[config.mk]
export PLATFORM = sky130hd
export DESIGN_NAME = mmhl_top
export DESIGN_NICKNAME = d
export VERILOG_FILES = /design/src/hw/mmhl_top.v /design/src/hw/mmhl_uart.v
export VERILOG_INCLUDE_DIRS = /design/src /design/src/hw
export SDC_FILE = /design/constraint.sdc
export NUM_CORES = 1
export LEC_CHECK = 0
export BUFFER_PORTS_ARGS = -buffer_cell sky130_fd_sc_hd__buf_2
export CAP_MARGIN = 20
export CORE_UTILIZATION = 40
export CTS_CLUSTER_SIZE = 28
export DETAILED_ROUTE_END_ITERATION = 7
export PLACE_DENSITY = 0.58
export SLEW_MARGIN = 20
export SYNTH_ARGS = -nofsm -noshare
export SYNTH_HDL_FRONTEND = slang
export SYNTH_HIERARCHICAL = 1
export SYNTH_SLANG_ARGS = --single-unit
[constraint.sdc]
create_clock -name CLOCK -period 6.28 [get_ports CLOCK]
set_clock_uncertainty 0.15 [all_clocks]
set_input_delay 1.256 -clock CLOCK [delete_from_list [all_inputs] [get_ports CLOCK]]
set_output_delay 1.256 -clock CLOCK [all_outputs]
set_load 0.005 [all_outputs]
[src/hw/mmhl_defines.vh]
// Constants for the monitor-mode host link
// Function
// - Six host commands are accepted
// - Indexed commands step through memory sequentially
// - Select pin high: 4800 baud base rate
// - Select pin low: 9600 baud base rate
// - PLL clocking scales baud by multiplier N
// - Multiplier zero behaves exactly as one
// - Multiplier field resets to six
// - Eight host bytes compared with FFF6-FFFD
// - After power-on, wait for security bytes
// - Match grants flash read and execution
// - Bypass holds until next power-on reset
// - Other resets keep bypass, no re-entry
`ifndef MMHL_DEFINES_VH
`define MMHL_DEFINES_VH

// ======================================================
// Register map (index, byte address is index times four)
`define MMHL_IDX_PLLCFG 6'h1E
`define MMHL_IDX_CTRL 6'h1F
`define MMHL_IDX_STAT 6'h20
`define MMHL_MUL_HI 7
`define MMHL_MUL_LO 4
`define MMHL_MUL_RST 4'h6
`define MMHL_CTRL_PLLSEL 0
`define MMHL_CTRL_XTALALT 1

// ======================================================
// Timing
`define MMHL_CLK_HZ 40000000
`define MMHL_BAUD_HI 4800
`define MMHL_BAUD_LO 9600
`define MMHL_BAUD_ALT_HI 4096
`define MMHL_BAUD_ALT_LO 8192
`define MMHL_OVS 16
`define MMHL_DIV(b) (`MMHL_CLK_HZ / (`MMHL_OVS * (b)))

// ======================================================
// Monitor protocol
`define MMHL_CMD_READ 8'h01
`define MMHL_CMD_WRITE 8'h02
`define MMHL_CMD_INDEXED_READ_CMD 8'h03
`define MMHL_CMD_INDEXED_WRITE_CMD 8'h04
`define MMHL_CMD_SPREAD 8'h05
`define MMHL_CMD_RUN 8'h06
`define MMHL_SEC_BASE 16'hFFF6
`define MMHL_SEC_LEN 4'h8
`define MMHL_FLASH_LO 16'h8000
`define MMHL_REFUSE 8'h00

`endif

[src/hw/mmhl_top.v]
// Monitor-mode host link: command engine, security, baud, APB regs
`timescale 1ns/1ps
`include "mmhl_defines.vh"
module mmhl_top (
  // Clock and resets
  input wire CLOCK,
  input wire RST_N,
  input wire PWR_ON_RST_N,
  // APB slave
  input wire PSEL,
  input wire PENABLE,
  input wire PWRITE,
  input wire [7:0] PADDR,
  input wire [31:0] PWDATA,
  output reg [31:0] PRDATA,
  output reg PREADY,
  output reg PSLVERR,
  // Pins
  input wire BAUD_SELECT_PIN,
  input wire MONITOR_SERIAL_PIN_I,
  output wire MONITOR_SERIAL_PIN_O,
  output wire MONITOR_SERIAL_PIN_OE,
  // System memory port, read data one cycle after request
  output reg MEM_REQ,
  output reg MEM_WR,
  output reg [15:0] MEM_ADDR,
  output reg [7:0] MEM_WDATA,
  input wire [7:0] MEM_RDATA,
  // CPU side
  input wire [15:0] CPU_SP,
  output reg RUN_PULSE,
  output reg SEC_BYPASSED
);
  // ======================================================
  // States
  localparam S_IDLE = 4'h0;
  localparam S_AHI = 4'h1;
  localparam S_ALO = 4'h2;
  localparam S_DAT = 4'h3;
  localparam S_MEM = 4'h4;
  localparam S_MRES = 4'h5;
  localparam S_TX = 4'h6;
  localparam S_SECR = 4'h7;
  localparam S_SECC = 4'h8;
  localparam S_MWT = 4'h9;

  reg [3:0] st_ff; // Command state
  reg [7:0] cmd_ff; // Current command
  reg [15:0] ptr_ff; // Address pointer
  reg [7:0] txd_ff; // Byte to send
  reg tx_go_ff; // Send request pulse
  reg more_ff; // Second byte pending
  reg [7:0] more_d_ff; // Second byte value
  reg need_sec_ff; // Security entry still pending
  reg [3:0] sec_cnt_ff; // Security bytes seen
  reg sec_bad_ff; // Some byte mismatched
  reg [7:0] sec_byte_ff; // Last received security byte
  reg [3:0] mul_ff; // Multiplier select field
  reg [3:0] pll_low_ff; // Low field of config register
  reg pll_sel_ff; // PLL drives clock generator output
  reg xtal_alt_ff; // Alternate crystal installed
  reg baud_lat_ff; // Select pin caught at reset
  reg [1:0] bsel_sync_ff; // Select pin synchroniser
  reg [1:0] rx_sync_ff; // Serial pin synchroniser
  reg [11:0] acc_ff; // Baud phase accumulator
  reg tick_ff; // Oversample tick
  wire rx_valid;
  wire [7:0] rx_data;
  wire tx_busy;

  // ======================================================
  // Helpers
  function is_flash;
    input [15:0] a;
    begin
      is_flash = (a >= `MMHL_FLASH_LO);
    end
  endfunction

  // Effective N: zero acts as one, no PLL means one
  function [3:0] eff_n;
    input [3:0] m;
    input pll;
    begin
      if (!pll || m == 4'h0) begin
        eff_n = 4'h1;
      end else begin
        eff_n = m;
      end
    end
  endfunction

  // ======================================================
  // Pin synchronisers, strap caught during reset
  always @(posedge CLOCK) begin
    bsel_sync_ff <= {bsel_sync_ff[0], BAUD_SELECT_PIN};
    rx_sync_ff <= {rx_sync_ff[0], MONITOR_SERIAL_PIN_I};
    if (!RST_N) begin
      baud_lat_ff <= bsel_sync_ff[1];
    end
  end

  // ======================================================
  // Baud: tick rate = 16 * base * N via phase accumulator
  // Dividers per base rate; all fit 12 bits, so the part-select is safe
  localparam [31:0] DIV_HI = `MMHL_DIV(`MMHL_BAUD_HI);
  localparam [31:0] DIV_LO = `MMHL_DIV(`MMHL_BAUD_LO);
  localparam [31:0] DIV_AHI = `MMHL_DIV(`MMHL_BAUD_ALT_HI);
  localparam [31:0] DIV_ALO = `MMHL_DIV(`MMHL_BAUD_ALT_LO);
  wire [11:0] div = xtal_alt_ff ?
    (baud_lat_ff ? DIV_AHI[11:0] : DIV_ALO[11:0]) :
    (baud_lat_ff ? DIV_HI[11:0] : DIV_LO[11:0]);
  wire [11:0] acc_sum = acc_ff + {8'h00, eff_n(mul_ff, pll_sel_ff)};

  always @(posedge CLOCK) begin
    if (!RST_N) begin
      acc_ff <= 12'h000;
      tick_ff <= 1'b0;
    end else if (acc_sum >= div) begin
      acc_ff <= acc_sum - div;
      tick_ff <= 1'b1;
    end else begin
      acc_ff <= acc_sum;
      tick_ff <= 1'b0;
    end
  end

  mmhl_uart u_uart (
    .clk(CLOCK),
    .rst_n(RST_N),
    .tick(tick_ff),
    .rx_i(rx_sync_ff[1]),
    .tx_o(MONITOR_SERIAL_PIN_O),
    .tx_oe(MONITOR_SERIAL_PIN_OE),
    .tx_go(tx_go_ff),
    .tx_data(txd_ff),
    .tx_busy(tx_busy),
    .rx_valid(rx_valid),
    .rx_data(rx_data)
  );

  // ======================================================
  // Security state: cleared by power-on reset only
  always @(posedge CLOCK) begin
    if (!PWR_ON_RST_N) begin
      SEC_BYPASSED <= 1'b0;
      need_sec_ff <= 1'b1;
    end else if (st_ff == S_SECC && sec_cnt_ff == `MMHL_SEC_LEN) begin
      // Other resets never reach here again
      need_sec_ff <= 1'b0;
      SEC_BYPASSED <= ~sec_bad_ff;
    end
  end

  // ======================================================
  // Command engine
  always @(posedge CLOCK) begin
    tx_go_ff <= 1'b0;
    MEM_REQ <= 1'b0;
    MEM_WR <= 1'b0;
    RUN_PULSE <= 1'b0;
    if (!RST_N) begin
      st_ff <= S_IDLE;
      cmd_ff <= 8'h00;
      ptr_ff <= 16'h0000;
      txd_ff <= 8'h00;
      more_ff <= 1'b0;
      more_d_ff <= 8'h00;
      sec_cnt_ff <= 4'h0;
      sec_bad_ff <= 1'b0;
      sec_byte_ff <= 8'h00;
      MEM_ADDR <= 16'h0000;
      MEM_WDATA <= 8'h00;
    end else begin
      case (st_ff)
        S_IDLE: begin
          if (rx_valid && need_sec_ff && PWR_ON_RST_N) begin
            // Fetch stored byte to compare
            sec_byte_ff <= rx_data;
            MEM_REQ <= 1'b1;
            MEM_ADDR <= `MMHL_SEC_BASE + {12'h000, sec_cnt_ff};
            st_ff <= S_SECR;
          end else if (rx_valid) begin
            cmd_ff <= rx_data;
            case (rx_data)
              `MMHL_CMD_READ, `MMHL_CMD_WRITE: st_ff <= S_AHI;
              `MMHL_CMD_INDEXED_READ_CMD: st_ff <= S_MEM;
              `MMHL_CMD_INDEXED_WRITE_CMD: st_ff <= S_DAT;
              `MMHL_CMD_SPREAD: begin
                txd_ff <= CPU_SP[15:8];
                more_d_ff <= CPU_SP[7:0];
                more_ff <= 1'b1;
                tx_go_ff <= 1'b1;
                st_ff <= S_TX;
              end
              `MMHL_CMD_RUN: begin
                // Code would run from flash; only if bypassed
                RUN_PULSE <= SEC_BYPASSED;
              end
              default: st_ff <= S_IDLE; // Unknown byte dropped
            endcase
          end
        end
        S_SECR: begin
          st_ff <= S_SECC; // Read data arrives next cycle, in S_SECC
        end
        S_SECC: begin
          if (sec_cnt_ff == `MMHL_SEC_LEN) begin
            st_ff <= S_IDLE; // Entry done
          end else begin
            if (MEM_RDATA != sec_byte_ff) begin
              sec_bad_ff <= 1'b1;
            end
            sec_cnt_ff <= sec_cnt_ff + 4'h1;
            if (sec_cnt_ff == `MMHL_SEC_LEN - 4'h1) begin
              st_ff <= S_SECC; // One more pass to commit
            end else begin
              st_ff <= S_IDLE;
            end
          end
        end
        S_AHI: begin
          if (rx_valid) begin
            ptr_ff[15:8] <= rx_data;
            st_ff <= S_ALO;
          end
        end
        S_ALO: begin
          if (rx_valid) begin
            ptr_ff[7:0] <= rx_data;
            st_ff <= (cmd_ff == `MMHL_CMD_WRITE) ? S_DAT : S_MEM;
          end
        end
        S_DAT: begin
          if (rx_valid) begin
            MEM_REQ <= 1'b1;
            MEM_WR <= 1'b1;
            MEM_ADDR <= ptr_ff;
            MEM_WDATA <= rx_data;
            ptr_ff <= ptr_ff + 16'h0001;
            st_ff <= S_IDLE;
          end
        end
        S_MEM: begin
          if (is_flash(ptr_ff) && !SEC_BYPASSED) begin
            txd_ff <= `MMHL_REFUSE;
            tx_go_ff <= 1'b1;
            st_ff <= S_TX;
          end else begin
            MEM_REQ <= 1'b1;
            MEM_ADDR <= ptr_ff;
            st_ff <= S_MWT;
          end
          ptr_ff <= ptr_ff + 16'h0001;
        end
        S_MWT: begin
          st_ff <= S_MRES; // Memory answers the cycle after the request
        end
        S_MRES: begin
          txd_ff <= MEM_RDATA;
          tx_go_ff <= 1'b1;
          st_ff <= S_TX;
        end
        S_TX: begin
          // Wait until the transmitter took and sent the byte
          if (!tx_go_ff && !tx_busy) begin
            if (more_ff) begin
              more_ff <= 1'b0;
              txd_ff <= more_d_ff;
              tx_go_ff <= 1'b1;
            end else begin
              st_ff <= S_IDLE;
            end
          end
        end
        default: st_ff <= S_IDLE;
      endcase
    end
  end

  // ======================================================
  // APB slave: no wait state, answer registered in setup phase
  wire [5:0] idx = PADDR[7:2];
  wire hit = (idx == `MMHL_IDX_PLLCFG) || (idx == `MMHL_IDX_CTRL) ||
    (idx == `MMHL_IDX_STAT);

  always @(posedge CLOCK) begin
    if (!RST_N) begin
      PREADY <= 1'b0;
      PSLVERR <= 1'b0;
      PRDATA <= 32'h00000000;
      mul_ff <= `MMHL_MUL_RST;
      pll_low_ff <= 4'h0;
      pll_sel_ff <= 1'b0;
      xtal_alt_ff <= 1'b0;
    end else if (PSEL && !PENABLE) begin
      // Setup phase: prepare answer for access phase
      PREADY <= 1'b1;
      PSLVERR <= ~hit;
      PRDATA <= 32'h00000000;
      if (!PWRITE) begin
        case (idx)
          `MMHL_IDX_PLLCFG: PRDATA[7:0] <= {mul_ff, pll_low_ff};
          `MMHL_IDX_CTRL: PRDATA[1:0] <= {xtal_alt_ff, pll_sel_ff};
          `MMHL_IDX_STAT: PRDATA[3:0] <= {need_sec_ff, baud_lat_ff,
                                          sec_bad_ff, SEC_BYPASSED};
          default: PRDATA <= 32'h00000000;
        endcase
      end
    end else if (PSEL && PENABLE && PREADY) begin
      PREADY <= 1'b0;
      PSLVERR <= 1'b0;
      if (PWRITE && idx == `MMHL_IDX_PLLCFG) begin
        mul_ff <= PWDATA[`MMHL_MUL_HI:`MMHL_MUL_LO];
        pll_low_ff <= PWDATA[3:0];
      end
      if (PWRITE && idx == `MMHL_IDX_CTRL) begin
        pll_sel_ff <= PWDATA[`MMHL_CTRL_PLLSEL];
        xtal_alt_ff <= PWDATA[`MMHL_CTRL_XTALALT];
      end
    end else begin
      PREADY <= 1'b0;
      PSLVERR <= 1'b0;
    end
  end
endmodule // mmhl_top

[src/hw/mmhl_uart.v]
// Oversampled one-wire serial transceiver, 8N1
`timescale 1ns/1ps
module mmhl_uart (
  // Clock, reset, oversample tick
  input wire clk,
  input wire rst_n,
  input wire tick,
  // Line, already synchronised
  input wire rx_i,
  output reg tx_o,
  output reg tx_oe,
  // Byte side
  input wire tx_go,
  input wire [7:0] tx_data,
  output reg tx_busy,
  output reg rx_valid,
  output reg [7:0] rx_data
);
  reg [3:0] rx_sub; // Ticks inside a bit
  reg [3:0] rx_bit; // Bit index, 0 start .. 9 stop
  reg rx_act; // Frame in progress
  reg [3:0] tx_sub;
  reg [3:0] tx_bit;
  reg [9:0] tx_sh; // Stop, data, start

  // ======================================================
  // Receiver: ignored while we drive the shared wire
  always @(posedge clk) begin
    rx_valid <= 1'b0;
    if (!rst_n) begin
      rx_act <= 1'b0;
      rx_sub <= 4'h0;
      rx_bit <= 4'h0;
      rx_data <= 8'h00;
    end else if (tick) begin
      if (!rx_act) begin
        // Start edge seen; first sample lands mid-bit
        if (!rx_i && !tx_busy) begin
          rx_act <= 1'b1;
          rx_sub <= 4'h8;
          rx_bit <= 4'h0;
        end
      end else if (rx_sub == 4'hF) begin
        rx_sub <= 4'h0;
        rx_bit <= rx_bit + 4'h1;
        if (rx_bit == 4'h0 && rx_i) begin
          rx_act <= 1'b0; // Glitch, not a start bit
        end else if (rx_bit == 4'h9) begin
          rx_act <= 1'b0;
          rx_valid <= rx_i; // Framing error drops byte
        end else if (rx_bit != 4'h0) begin
          rx_data <= {rx_i, rx_data[7:1]};
        end
      end else begin
        rx_sub <= rx_sub + 4'h1;
      end
    end
  end

  // ======================================================
  // Transmitter, LSB first
  always @(posedge clk) begin
    if (!rst_n) begin
      tx_busy <= 1'b0;
      tx_o <= 1'b1;
      tx_oe <= 1'b0;
      tx_sh <= 10'h3FF;
      tx_sub <= 4'h0;
      tx_bit <= 4'h0;
    end else if (!tx_busy) begin
      if (tx_go) begin
        tx_busy <= 1'b1;
        tx_sh <= {1'b1, tx_data, 1'b0};
        tx_sub <= 4'h0;
        tx_bit <= 4'h0;
      end
    end else if (tick) begin
      tx_oe <= 1'b1;
      tx_o <= tx_sh[0];
      if (tx_sub == 4'hF) begin
        tx_sub <= 4'h0;
        tx_sh <= {1'b1, tx_sh[9:1]};
        if (tx_bit == 4'h9) begin
          tx_busy <= 1'b0;
          tx_oe <= 1'b0; // Release wire after stop bit
          tx_o <= 1'b1;
        end
        tx_bit <= tx_bit + 4'h1;
      end else begin
        tx_sub <= tx_sub + 4'h1;
      end
    end
  end
endmodule // mmhl_uart
==> results of run 1 <==
[flip-flops by register name (all words and copies together), names as in the netlist, 2 cells and up]
register,count
acc_ff,12
sec_cnt_ff,4
st_ff,4
pll_low_ff,4
u_uart/tx_bit,4
bsel_sync_ff,2
ptr_ff,16
u_uart/rx_bit,4
u_uart/tx_sh,9
rx_sync_ff,2
u_uart/rx_data,8
u_uart/tx_sub,4
sec_byte_ff,8
PRDATA,8
more_d_ff,8
txd_ff,8
cmd_ff,8
MEM_ADDR,16
MEM_WDATA,8
u_uart/rx_sub,4
mul_ff,4
[per-layer routing]
| metal | part of all wire (%) | up-vias | track usage (%) |
|---|---|---|---|
| li1 | - | 3785 | - |
| met4 | 2.2 | 0 | 8.47 |
| met3 | 3.5 | 38 | 3.91 |
| met5 | 0 | - | 0 |
| met2 | 46 | 160 | 32.4 |
| met1 | 48 | 3588 | 27.9 |
[cell usage after synthesis, drive strengths merged, types with 4 or more instances]
master / instances
and4: 4
a21oi: 67
or4: 8
nor2: 116
nor4: 10
a22oi: 9
buf: 41
nand3: 36
o21ai: 49
nor2b: 11
o31a: 4
nand3b: 8
a211oi: 25
a222oi: 8
nand2b: 5
and3: 14
o211ai: 15
o21a: 13
a31oi: 14
mux2i: 64
clkbuf: 42
and2: 7
inv: 33
or3: 9
a21o: 11
o31ai: 5
xnor2: 8
nor3: 20
nand2: 104
nand4: 7
dfxtp: 163
xor2: 15
ha: 27
o22ai: 5
[kinds of logic after synthesis]
group | Yosys count | share of synthesized area [%]
adder cells (fa/ha/maj) | 29 | 4.36
AO/OA/AOI/OAI | 264 | 20.8
XOR/XNOR | 23 | 2.33
flip-flops | 164 | 38.0
AND/OR/NAND/NOR | 366 | 20.6
other | 1 | 0.0433
buffers and inverters | 116 | 6.51
multiplexers | 64 | 7.40
[worst max-delay path by stage]
| stage | from | end | slack, ps |
|---|---|---|---|
| 5_1_grt | pll_sel_ff | acc_ff[9] | 1460 |
| 3_5_place_dp | pll_sel_ff | acc_ff[9] | 1840 |
| 4_1_cts | pll_sel_ff | acc_ff[9] | 1840 |
| 6_report | pll_sel_ff | acc_ff[9] | 1800 |
| 3_3_place_gp | pll_sel_ff | acc_ff[9] | 1870 |
| 2_1_floorplan | pll_sel_ff | acc_ff[9] | 2580 |
[stage by stage]
step	instances	util, %	cell area [µm²]	power (mW)
2_1_floorplan	1050	-	8750	1.51
3_3_place_gp	1336	43.2	9150	1.62
3_5_place_dp	1336	43.2	9150	1.62
4_1_cts	1368	46.0	9730	2.67
5_1_grt	1369	46.0	9740	2.78
6_report	1369	46.0	9740	2.65
[placed cells by master (no fill, tap or decap), drive strengths merged, types with 4 or more instances in the layout]
master / Yosys / layout
o31a: 4 / 4
or3: 9 / 9
nand2: 104 / 104
nor4: 10 / 10
a222oi: 8 / 8
a21o: 11 / 11
nor3: 20 / 20
clkbuf: 42 / 19
nor2b: 11 / 11
o21ai: 49 / 49
ha: 27 / 27
nand2b: 5 / 5
buf: 41 / 94
o22ai: 5 / 5
a31oi: 14 / 14
inv: 33 / 35
a21oi: 67 / 67
dfxtp: 163 / 163
nor2: 116 / 116
nand3b: 8 / 8
o211ai: 15 / 15
xnor2: 8 / 8
nand4: 7 / 7
a211oi: 25 / 25
mux2i: 64 / 64
nand3: 36 / 36
and4: 4 / 4
clkinvlp: 0 / 6
conb: 1 / 24
o21a: 13 / 13
or4: 8 / 8
o31ai: 5 / 5
xor2: 15 / 15
and3: 14 / 14
a22oi: 9 / 9
and2: 7 / 7
[critical path: cells and delay by family (launching register included)]
| kind | cells | cell delay, ps |
|---|---|---|
| fa+ha+maj | 3 | 1040 |
| simple gates | 6 | 1410 |
| xor+xnor | 1 | 160 |
| compound gates | 3 | 1190 |
| flops | 1 | 420 |
[where the power goes]
| group | switching (mW) | total [mW] | internal, mW |
|---|---|---|---|
| clock network | 0.456 | 1.05 | 0.590 |
| registers | 0.0538 | 1.13 | 1.08 |
| logic | 0.281 | 0.472 | 0.191 |
| total | 0.791 | 2.65 | 1.86 |
[area by class of cell]
| type | instances | area [µm²] | share of cell area, % |
|---|---|---|---|
| inverter | 33 | 125 | 1.29 |
| sequential | 164 | 3290 | 33.8 |
| timing repair buffer | 94 | 493 | 5.06 |
| clock buffer | 19 | 433 | 4.45 |
| clock inverter | 13 | 149 | 1.53 |
| multi-input combinational | 770 | 4900 | 50.3 |
| tap | 275 | 344 | 3.53 |
| antenna | 1 | 2.50 | 0.0257 |
==> results.md, run 1 <==
- Num CTS Buffers: 17
- Die area: 22,200 µm²
- IO Pins: 136
- Clock transition at path regs: 70 ps
- Yosys reg bits: 164
- Worst setup EP type: register
- Post-CTS sizing: 0
- Layout cells sized above 1: 13.4%
- Reg-to-reg slack, setup: 1800 ps
- Core area: 21,200 µm²
- Die height: 149 µm
- Vias in the first global route: 6,936
- Ys async rst share: 0%
- Half-perimeter wire length after placement: 15,400 µm
- Via count: 7,571
- DR DRC count: 0
- Worst skew pair latency: 430 ps
- R2r startpoint: pll_sel_ff
- Largest cells by area after synthesis: dfxtp_1 38%, mux2i_1 7.4%, nor2_1 5.0%
- Largest net degree at the start of global routing: 63
- CTS tree: done
- Setup WS pre-CTS: 1840 ps
- Syn-to-layout area delta: 12.4%
- Post-route ant nets: 0
- MaxCap Viol Count: 0
- Hold Path Depth: 0
- TritonCTS Sinks: 164
- Largest area contributor in the netlist: dfxtp_1
- Reg2reg end: acc_ff[9]
- WHS: 177 ps
- Yosys warnings: 6
- Setup ws final: 1800 ps
- WHS Endpoint: bsel_sync_ff[1]
- Tmin final: 4480 ps
- Number of port buffers: 85
- RSZ-0062 raised after global routing: false
- Critical path class: reg2reg
- Die width: 149 µm
- Filler cells: 2,121
- Min-Delay Path Class: reg2reg
- Grt ovf: 0
- Wire length per cell: 16.4 µm
- Final setup TNS: 0 ps
- CP Max Fanout: 8
- Root buffer cell: clkbuf_16
- Max transition margin: 27.7%
- Post-synth EDFFs: 1
- Slew of the pin with the lowest slew margin: 1080 ps
- Register-to-Register Path Depth: 13
- Initial antenna violation count: 1
- GPL Wtd Cong: 0.817
- Register area share after synthesis: 38.0%
- Post-synth top area share: 37.7%
- Yosys cell types: 81
- Syn avg cell area: 8.43 µm²
- Req. time, crit path: 6470 ps
- Setup crit start kind: register
- GRT Util Overall: 20.7%
- Max-slew violations: 0
- Htree depth: 4
- Max Freq: 223 MHz
- Setup Fix Bufs, Post-CTS: 0
- Pleak: 4.06 nW
- Crit-path max cell delay: 610 ps
- Cell area after synthesis: 8660 µm²
- Crit-path cells: o311ai_0, ha_1, fa_1, nand3_1, nand2_1, and3_1, xor2_1, ha_1, nand2_1, or4_1, o221ai_1, nor2_1, o41ai_1
- VDD IR-drop max: 167 µV
- Crit-path slowest cell: o221ai_1
- Final net count: 1,181
- HP Start: bsel_sync_ff[0]
- Initial Util: 40.9%
- DRT Wirelength: 22,400 µm
- Hold Buf Count CTS: 0
- First-pass GRT wire length: 36,100 µm
- Top FF cell, synth: dfxtp_1
- DR pass1 iterations: 5
- Post-Synthesis Cells: 1,027
- Std-Cell Rows: 53
- Clk buf depth: 2
- Final setup violation count: 0
- CP Data Arrival Time: 4670 ps
- DRT iter0 DRCs: 433
- Outcome: complete, no violations
- Fin. Hold Viols: 0
- Avg Vias per Cell: 5.53
- PD cells: 272 nW/µm²
- Final critical-path share of the clock period: 71.4%
Power figures use the tool's default switching activity.
==> run 2: changes to the inputs <==
--- a/config.mk
+++ b/config.mk
@@ -6,12 +6,13 @@
 export SDC_FILE = /design/constraint.sdc
 export NUM_CORES = 1
 export LEC_CHECK = 0
+export ABC_AREA = 1
 export BUFFER_PORTS_ARGS = -buffer_cell sky130_fd_sc_hd__buf_2
 export CAP_MARGIN = 20
 export CORE_UTILIZATION = 40
 export CTS_CLUSTER_SIZE = 28
 export DETAILED_ROUTE_END_ITERATION = 7
-export PLACE_DENSITY = 0.58
+export PLACE_DENSITY = 0.6
 export SLEW_MARGIN = 20
 export SYNTH_ARGS = -nofsm -noshare
 export SYNTH_HDL_FRONTEND = slang
==> constraint.sdc (replaced) <==
create_clock -name CLOCK -period 4.12 [get_ports CLOCK]
set_clock_uncertainty 0.15 [all_clocks]
set_input_delay 0.824 -clock CLOCK [delete_from_list [all_inputs] [get_ports CLOCK]]
set_output_delay 0.824 -clock CLOCK [all_outputs]
set_load 0.005 [all_outputs]
==> results.md, run 2 <==
- Outcome: complete, no violations (unchanged)
- Post-synth EDFFs: 1 (unchanged)
- Critical path class: reg2reg (unchanged)
- Vias in the first global route: 6,917 (was 6,936)
- Pleak: 4.39 nW (was 4.06 nW)
- GPL Wtd Cong: 0.891 (was 0.817)
- Slew of the pin with the lowest slew margin: 665 ps (was 1080 ps)
- Syn-to-layout area delta: 13.2% (was 12.4%)
- Wire length per cell: 13.1 µm (was 16.4 µm)
- Core area: 20,600 µm² (was 21,200 µm²)
- Layout cells sized above 1: 13.3% (was 13.4%)
- Delay-heaviest family, CP: simple AND/OR/NAND/NOR gates (unchanged)
- Initial antenna violation count: 2 (was 1)
- Post-Synthesis Cells: 1,197 (was 1,027)
- Avg Vias per Cell: 4.94 (was 5.53)
- DRT Wirelength: 20,300 µm (was 22,400 µm)
- Via count: 7,676 (was 7,571)
- Max transition margin: 55.6% (was 27.7%)
- Half-perimeter wire length after placement: 14,800 µm (was 15,400 µm)
- Syn avg cell area: 7.10 µm² (was 8.43 µm²)
- Dpl cells: 1,520 (was 1,336)
- GRT Util Overall: 18.9% (was 20.7%)
- M3 GR Usage: 2.90% (was 3.91%)
- Top FF cell, synth: dfxtp_1 (unchanged)
- Critical path buffers and inverters: 1 (was 0)
- Max Freq: 273 MHz (was 223 MHz)
- Die width: 148 µm (was 149 µm)
- CP Data Arrival Time: 3840 ps (was 4670 ps)
- Most numerous cell on the critical path: nor2_1
- Htree depth: 4 (unchanged)
- Yosys reg bits: 164 (unchanged)
- VDD IR-drop max: 282 µV (was 167 µV)
- Worst skew pair latency: 430 ps (about the same)
- Commonest non-fill, non-tap cells in the layout: 254 x nand2_1, 163 x dfxtp_1, 137 x inv_1 (was 163 x dfxtp_1, 115 x nor2_1, 102 x nand2_1)
- Clk buf depth: 2 (unchanged)
- Die area: 21,800 µm² (was 22,200 µm²)
- Req. time, crit path: 4290 ps (was 6470 ps)
- Power, Total: 4.22 mW (was 2.65 mW)
- Final setup violation count: 0 (unchanged)
- Largest cells by area after synthesis: dfxtp_1 38%, nand2_1 11%, o21ai_0 6.4% (was dfxtp_1 38%, mux2i_1 7.4%, nor2_1 5.0%)
- Met1 usage: 25.7% (was 27.9%)
- First-pass GRT wire length: 33,400 µm (was 36,100 µm)
- Largest net degree at the start of global routing: 72 (was 63)
- IO Pins: 136 (unchanged)
- Post-route ant nets: 0 (unchanged)
- Final setup TNS: 0 ps (unchanged)
- Clock transition at path regs: 60 ps (was 70 ps)
- PD cells: 438 nW/µm² (was 272 nW/µm²)
- Final critical-path share of the clock period: 89.1% (was 71.4%)
- MaxCap Viol Count: 0 (unchanged)
- Final net count: 1,370 (was 1,181)
- Top cells by count, synth: 254 x nand2_1, 163 x dfxtp_1, 137 x inv_1 (was 163 x dfxtp_1, 115 x nor2_1, 102 x nand2_1)
- DR pass1 iterations: 5 (unchanged)
- Hold Buf Count CTS: 0 (unchanged)
- Max-slew violations: 0 (unchanged)
- Post-Layout Cell Count: 1,554 (was 1,369)
- TritonCTS Sinks: 164 (unchanged)
- CTS tree: done (unchanged)
- Yosys cell types: 52 (was 81)
- Crit-path slowest cell: dfxtp_1 (was o221ai_1)
- Tmin final: 3670 ps (was 4480 ps)
- Layer with the highest usage: met2 (unchanged)
- Grt ovf: 0 (unchanged)
- DR DRC count: 0 (unchanged)
- CP Max Fanout: 10 (was 8)
- Number of port buffers: 85 (unchanged)
- Fin. Hold Viols: 0 (unchanged)
- Ys async rst share: 0% (unchanged)
- Largest area contributor in the netlist: dfxtp_1 (unchanged)
- Post-CTS sizing: 0 (unchanged)
- Min-Delay Path Class: reg2reg (unchanged)
- Die height: 148 µm (was 149 µm)
- Yosys warnings: 6 (unchanged)
- Setup Fix Bufs, Post-CTS: 0 (unchanged)
- Commonest non-fill, non-tap cell in the layout: nand2_1 (was dfxtp_1)
- Std-Cell Rows: 52 (was 53)
- M2 GR Usage: 30.4% (was 32.4%)
- DRT iter0 DRCs: 505 (was 433)
- Num CTS Buffers: 17 (unchanged)
- Register area share after synthesis: 38.8% (was 38.0%)
- Worst setup EP type: register (unchanged)
- Setup crit start kind: register (unchanged)
- Crit-path cells: o41ai_1, or2_2, ha_1, fa_1, nand3_1, nand2_1, xor2_1, ha_1, nand2_1, nor3_1, nor2_1, nor2_1, nor2_2, nand2_2, nand2_4, nand2_8, clkinv_4, nor2_1, nor2_2 (was o311ai_0, ha_1, fa_1, nand3_1, nand2_1, and3_1, xor2_1, ha_1, nand2_1, or4_1, o221ai_1, nor2_1, o41ai_1)
- Initial Util: 41.3% (was 40.9%)
- RSZ-0062 raised after global routing: false (unchanged)
- Most frequent cell after synthesis: nand2_1 (was dfxtp_1)
- Largest regs: MEM_ADDR: 16 flops, ptr_ff: 16 flops, acc_ff: 12 flops (unchanged)
- Crit-path max cell delay: 410 ps (was 610 ps)
- Cell area after synthesis: 8500 µm² (was 8660 µm²)
- Root buffer cell: clkbuf_16 (unchanged)
- Post-synth top area share: 38.4% (was 37.7%)
[run 2: changes by cell type in the layout (fill, tap and decap cells not counted), sizes merged, moves of 10 or more]
cell / delta
o21a: -12
nor2b: -11
a21o: -11
mux2i: -64
inv: +115
nand2: +164
a211oi: -22
and3: -14
o211ai: -15
nor2: +31
a21oi: +10
nand3: +35
o21ai: +62
[run 2: final timing paths]
kind	start	to	slack, ps	cells after the start
max	pll_sel_ff	acc_ff[1]	450	19
min	rx_sync_ff[0]	rx_sync_ff[1]	180	0
max reg2reg	pll_sel_ff	acc_ff[1]	450	19
min reg2reg	rx_sync_ff[0]	rx_sync_ff[1]	180	0
[run 2: layout make-up]
cell class	count	area (µm²)
fillers	2150	10900
multi-input cells	849	4340
flip-flops and latches	164	3290
inverters	147	557
repair buffers	90	465
clock buffers	19	453
well taps	270	338
clock inverters	13	163
diodes	2	5.00
[run 2: stage by stage]
stage	hold WS [ps]	worst slack (ps)	util (%)	area (µm²)
finish	179	451	46.8	9620
floorplan	160	813	-	8580
detailed placement	166	432	43.8	9000
CTS	182	416	46.8	9610
global placement	165	488	43.8	9000
global route	184	110	46.8	9620
[run 2: kinds of logic (layout without fill, tap and decap cells)]
kind of cell	count (synthesis)	in the layout	share of synthesized area, %
compound gates	236	236	15.3
xor+xnor	21	21	2.16
fa+ha+maj	29	29	4.45
buf+inv	207	269	11.1
flops	164	164	38.8
other cells	1	26	0.0441
simple gates	539	539	28.1
[run 2: routing by layer]
layer / wire length (µm) / up-vias
met1: 10100 / 3470
met3: 831 / 22
li1: - / 4012
met2: 9020 / 172
met4: 358 / 0
met5: 0 / -
[run 2: power by group]
part	leakage [nW]	switching [mW]	internal [mW]
Clock	0.306	0.704	0.949
Combinational	2.75	0.533	0.337
Sequential	1.33	0.0479	1.64
Total	4.39	1.29	2.93
==> run 3: changes to the inputs <==
--- a/config.mk
+++ b/config.mk
@@ -9,10 +9,11 @@
 export ABC_AREA = 1
 export BUFFER_PORTS_ARGS = -buffer_cell sky130_fd_sc_hd__buf_2
 export CAP_MARGIN = 20
+export CORE_MARGIN = 2
 export CORE_UTILIZATION = 40
 export CTS_CLUSTER_SIZE = 28
 export DETAILED_ROUTE_END_ITERATION = 7
-export PLACE_DENSITY = 0.6
+export PLACE_DENSITY = 0.63
 export SLEW_MARGIN = 20
 export SYNTH_ARGS = -nofsm -noshare
 export SYNTH_HDL_FRONTEND = slang
==> results.md, run 3 (synthesis gave the netlist of run 2 again) <==
- Final setup violation count: 0 (unchanged)
- Die width: 150 µm (was 148 µm)
- Outcome: complete, no violations (unchanged)
- Die height: 150 µm (was 148 µm)
- Setup crit start kind: register (unchanged)
- Post-CTS sizing: 0 (unchanged)
- Root buffer cell: clkbuf_16 (unchanged)
- DR DRC count: 0 (unchanged)
- Core area: 21,000 µm² (was 20,600 µm²)
- Commonest non-fill, non-tap cells in the layout: 254 x nand2_1, 163 x dfxtp_1, 137 x inv_1 (unchanged)
- Max transition margin: 49.3% (was 55.6%)
- Critical path class: reg2reg (unchanged)
- Initial antenna violation count: 0 (was 2)
- Setup Fix Bufs, Post-CTS: 0 (unchanged)
- Post-Layout Cell Count: 1,556 (was 1,554)
- Number of port buffers: 85 (unchanged)
- Worst setup EP type: register (unchanged)
- Std-Cell Rows: 53 (was 52)
- Syn-to-layout area delta: 12.8% (was 13.2%)
- Die area: 22,400 µm² (was 21,800 µm²)
- Via count: 7,784 (was 7,676)
- Max-slew violations: 0 (unchanged)
- IO Pins: 136 (unchanged)
- Post-Route Utilization: 45.7% (was 46.8%)
- CP Max Fanout: 10 (unchanged)
- VDD IR-drop max: 277 µV (was 282 µV)
- MaxCap Viol Count: 0 (unchanged)
- Final critical-path share of the clock period: 88.2% (was 89.1%)
- Ant. Diodes: 0 (was 2)
- Min-Delay Path Class: reg2reg (unchanged)
- Clk buf depth: 2 (unchanged)
- DR pass1 iterations: 5 (unchanged)
- PD cells: 435 nW/µm² (was 438 nW/µm²)
- Wire length per cell: 13.3 µm (was 13.1 µm)
- GRT Util Overall: 19.0% (was 18.9%)
- RSZ-0062 raised after global routing: false (unchanged)
- DRT iter0 DRCs: 540 (was 505)
- Worst skew pair latency: 440 ps (was 430 ps)
- Req. time, crit path: 4300 ps (was 4290 ps)
- Initial Util: 40.5% (was 41.3%)
- Slew of the pin with the lowest slew margin: 761 ps (was 665 ps)
- CP Data Arrival Time: 3820 ps (was 3840 ps)
- Num CTS Buffers: 17 (unchanged)
- Hold Buf Count CTS: 0 (unchanged)
- Clock transition at path regs: 60 ps (about the same)
- Avg Vias per Cell: 5.00 (was 4.94)
- Largest regs: MEM_ADDR: 16 flops, ptr_ff: 16 flops, acc_ff: 12 flops (unchanged)
- Final setup TNS: 0 ps (unchanged)
- Commonest non-fill, non-tap cell in the layout: nand2_1 (unchanged)
- Setup WS pre-CTS: 471 ps (was 432 ps)
- Half-perimeter wire length after placement: 15,100 µm (was 14,800 µm)
- Post-route ant nets: 0 (unchanged)
- Design area: 9590 µm² (was 9620 µm²)
- Vias in the first global route: 7,074 (was 6,917)
- First-pass GRT wire length: 34,200 µm (was 33,400 µm)
- CTS tree: done (unchanged)
- Dpl cells: 1,524 (was 1,520)
- Tmin final: 3630 ps (was 3670 ps)
- Largest net degree at the start of global routing: 82 (was 72)
- Layout cells sized above 1: 13.0% (was 13.3%)
- Fin. Hold Viols: 0 (unchanged)
- Max Freq: 275 MHz (was 273 MHz)
- Grt ovf: 0 (unchanged)
- TritonCTS Sinks: 164 (unchanged)
- WHS: 177 ps (was 179 ps)
- Final net count: 1,369 (was 1,370)
- Post-DP Area: 8990 µm² (was 9000 µm²)
- Htree depth: 4 (unchanged)
- GPL Wtd Cong: 0.866 (was 0.891)
- Pleak: 4.35 nW (was 4.39 nW)
- Power, Total: 4.17 mW (was 4.22 mW)
- Setup ws final: 486 ps (was 451 ps)
- DRT Wirelength: 20,700 µm (was 20,300 µm)
-- run 3: cell count changes in the layout (fill, tap and decap cells not counted), sizes merged --
| cell | change |
|---|---|
| buf | -1 |
| diode | -2 |
| inv | -5 |
| clkinvlp | +3 |
| clkbuf | +3 |
| clkinv | -1 |
-- run 3: worst paths after layout --
check | start | slack [ps] | to | cells past startpoint
worst min-delay path | rx_sync_ff[0] | 180 | rx_sync_ff[1] | 0
worst max-delay path | pll_sel_ff | 490 | acc_ff[8] | 19
worst min register to register | rx_sync_ff[0] | 180 | rx_sync_ff[1] | 0
worst max register to register | pll_sel_ff | 490 | acc_ff[8] | 19
-- run 3: routing by layer --
layer / vias up / share of wire [%] / track usage (%)
li1: 4019 / - / -
met1: 3579 / 47 / 25.0
met2: 169 / 47 / 32.0
met3: 17 / 3.9 / 3.66
met4: 0 / 1.3 / 5.00
met5: - / 0 / 0
-- run 3: layout make-up --
class	count	area (µm²)
inverter	147	557
tap	275	344
multi-input combinational	849	4340
timing repair buffer	89	458
sequential	164	3290
clock inverter	10	126
fill	2173	11400
clock buffer	22	464
-- run 3: worst max-delay path, stage by stage, from the launching register on --
cell	delay, ps
dfxtp_1	400
o41ai_1	110
or2_2	290
ha_1	210
fa_1	400
nand3_1	90
nand2_1	90
xor2_1	170
ha_1	380
nand2_1	100
nor3_1	250
nor2_1	80
nor2_1	190
nor2_2	90
nand2_2	80
nand2_4	110
nand2_8	120
clkinv_4	80
nor2_1	120
nor2_2	40
-- run 3: where the power goes --
part	internal (mW)	switching, mW
Combinational	0.337	0.540
Sequential	1.65	0.0469
Clock	0.931	0.670
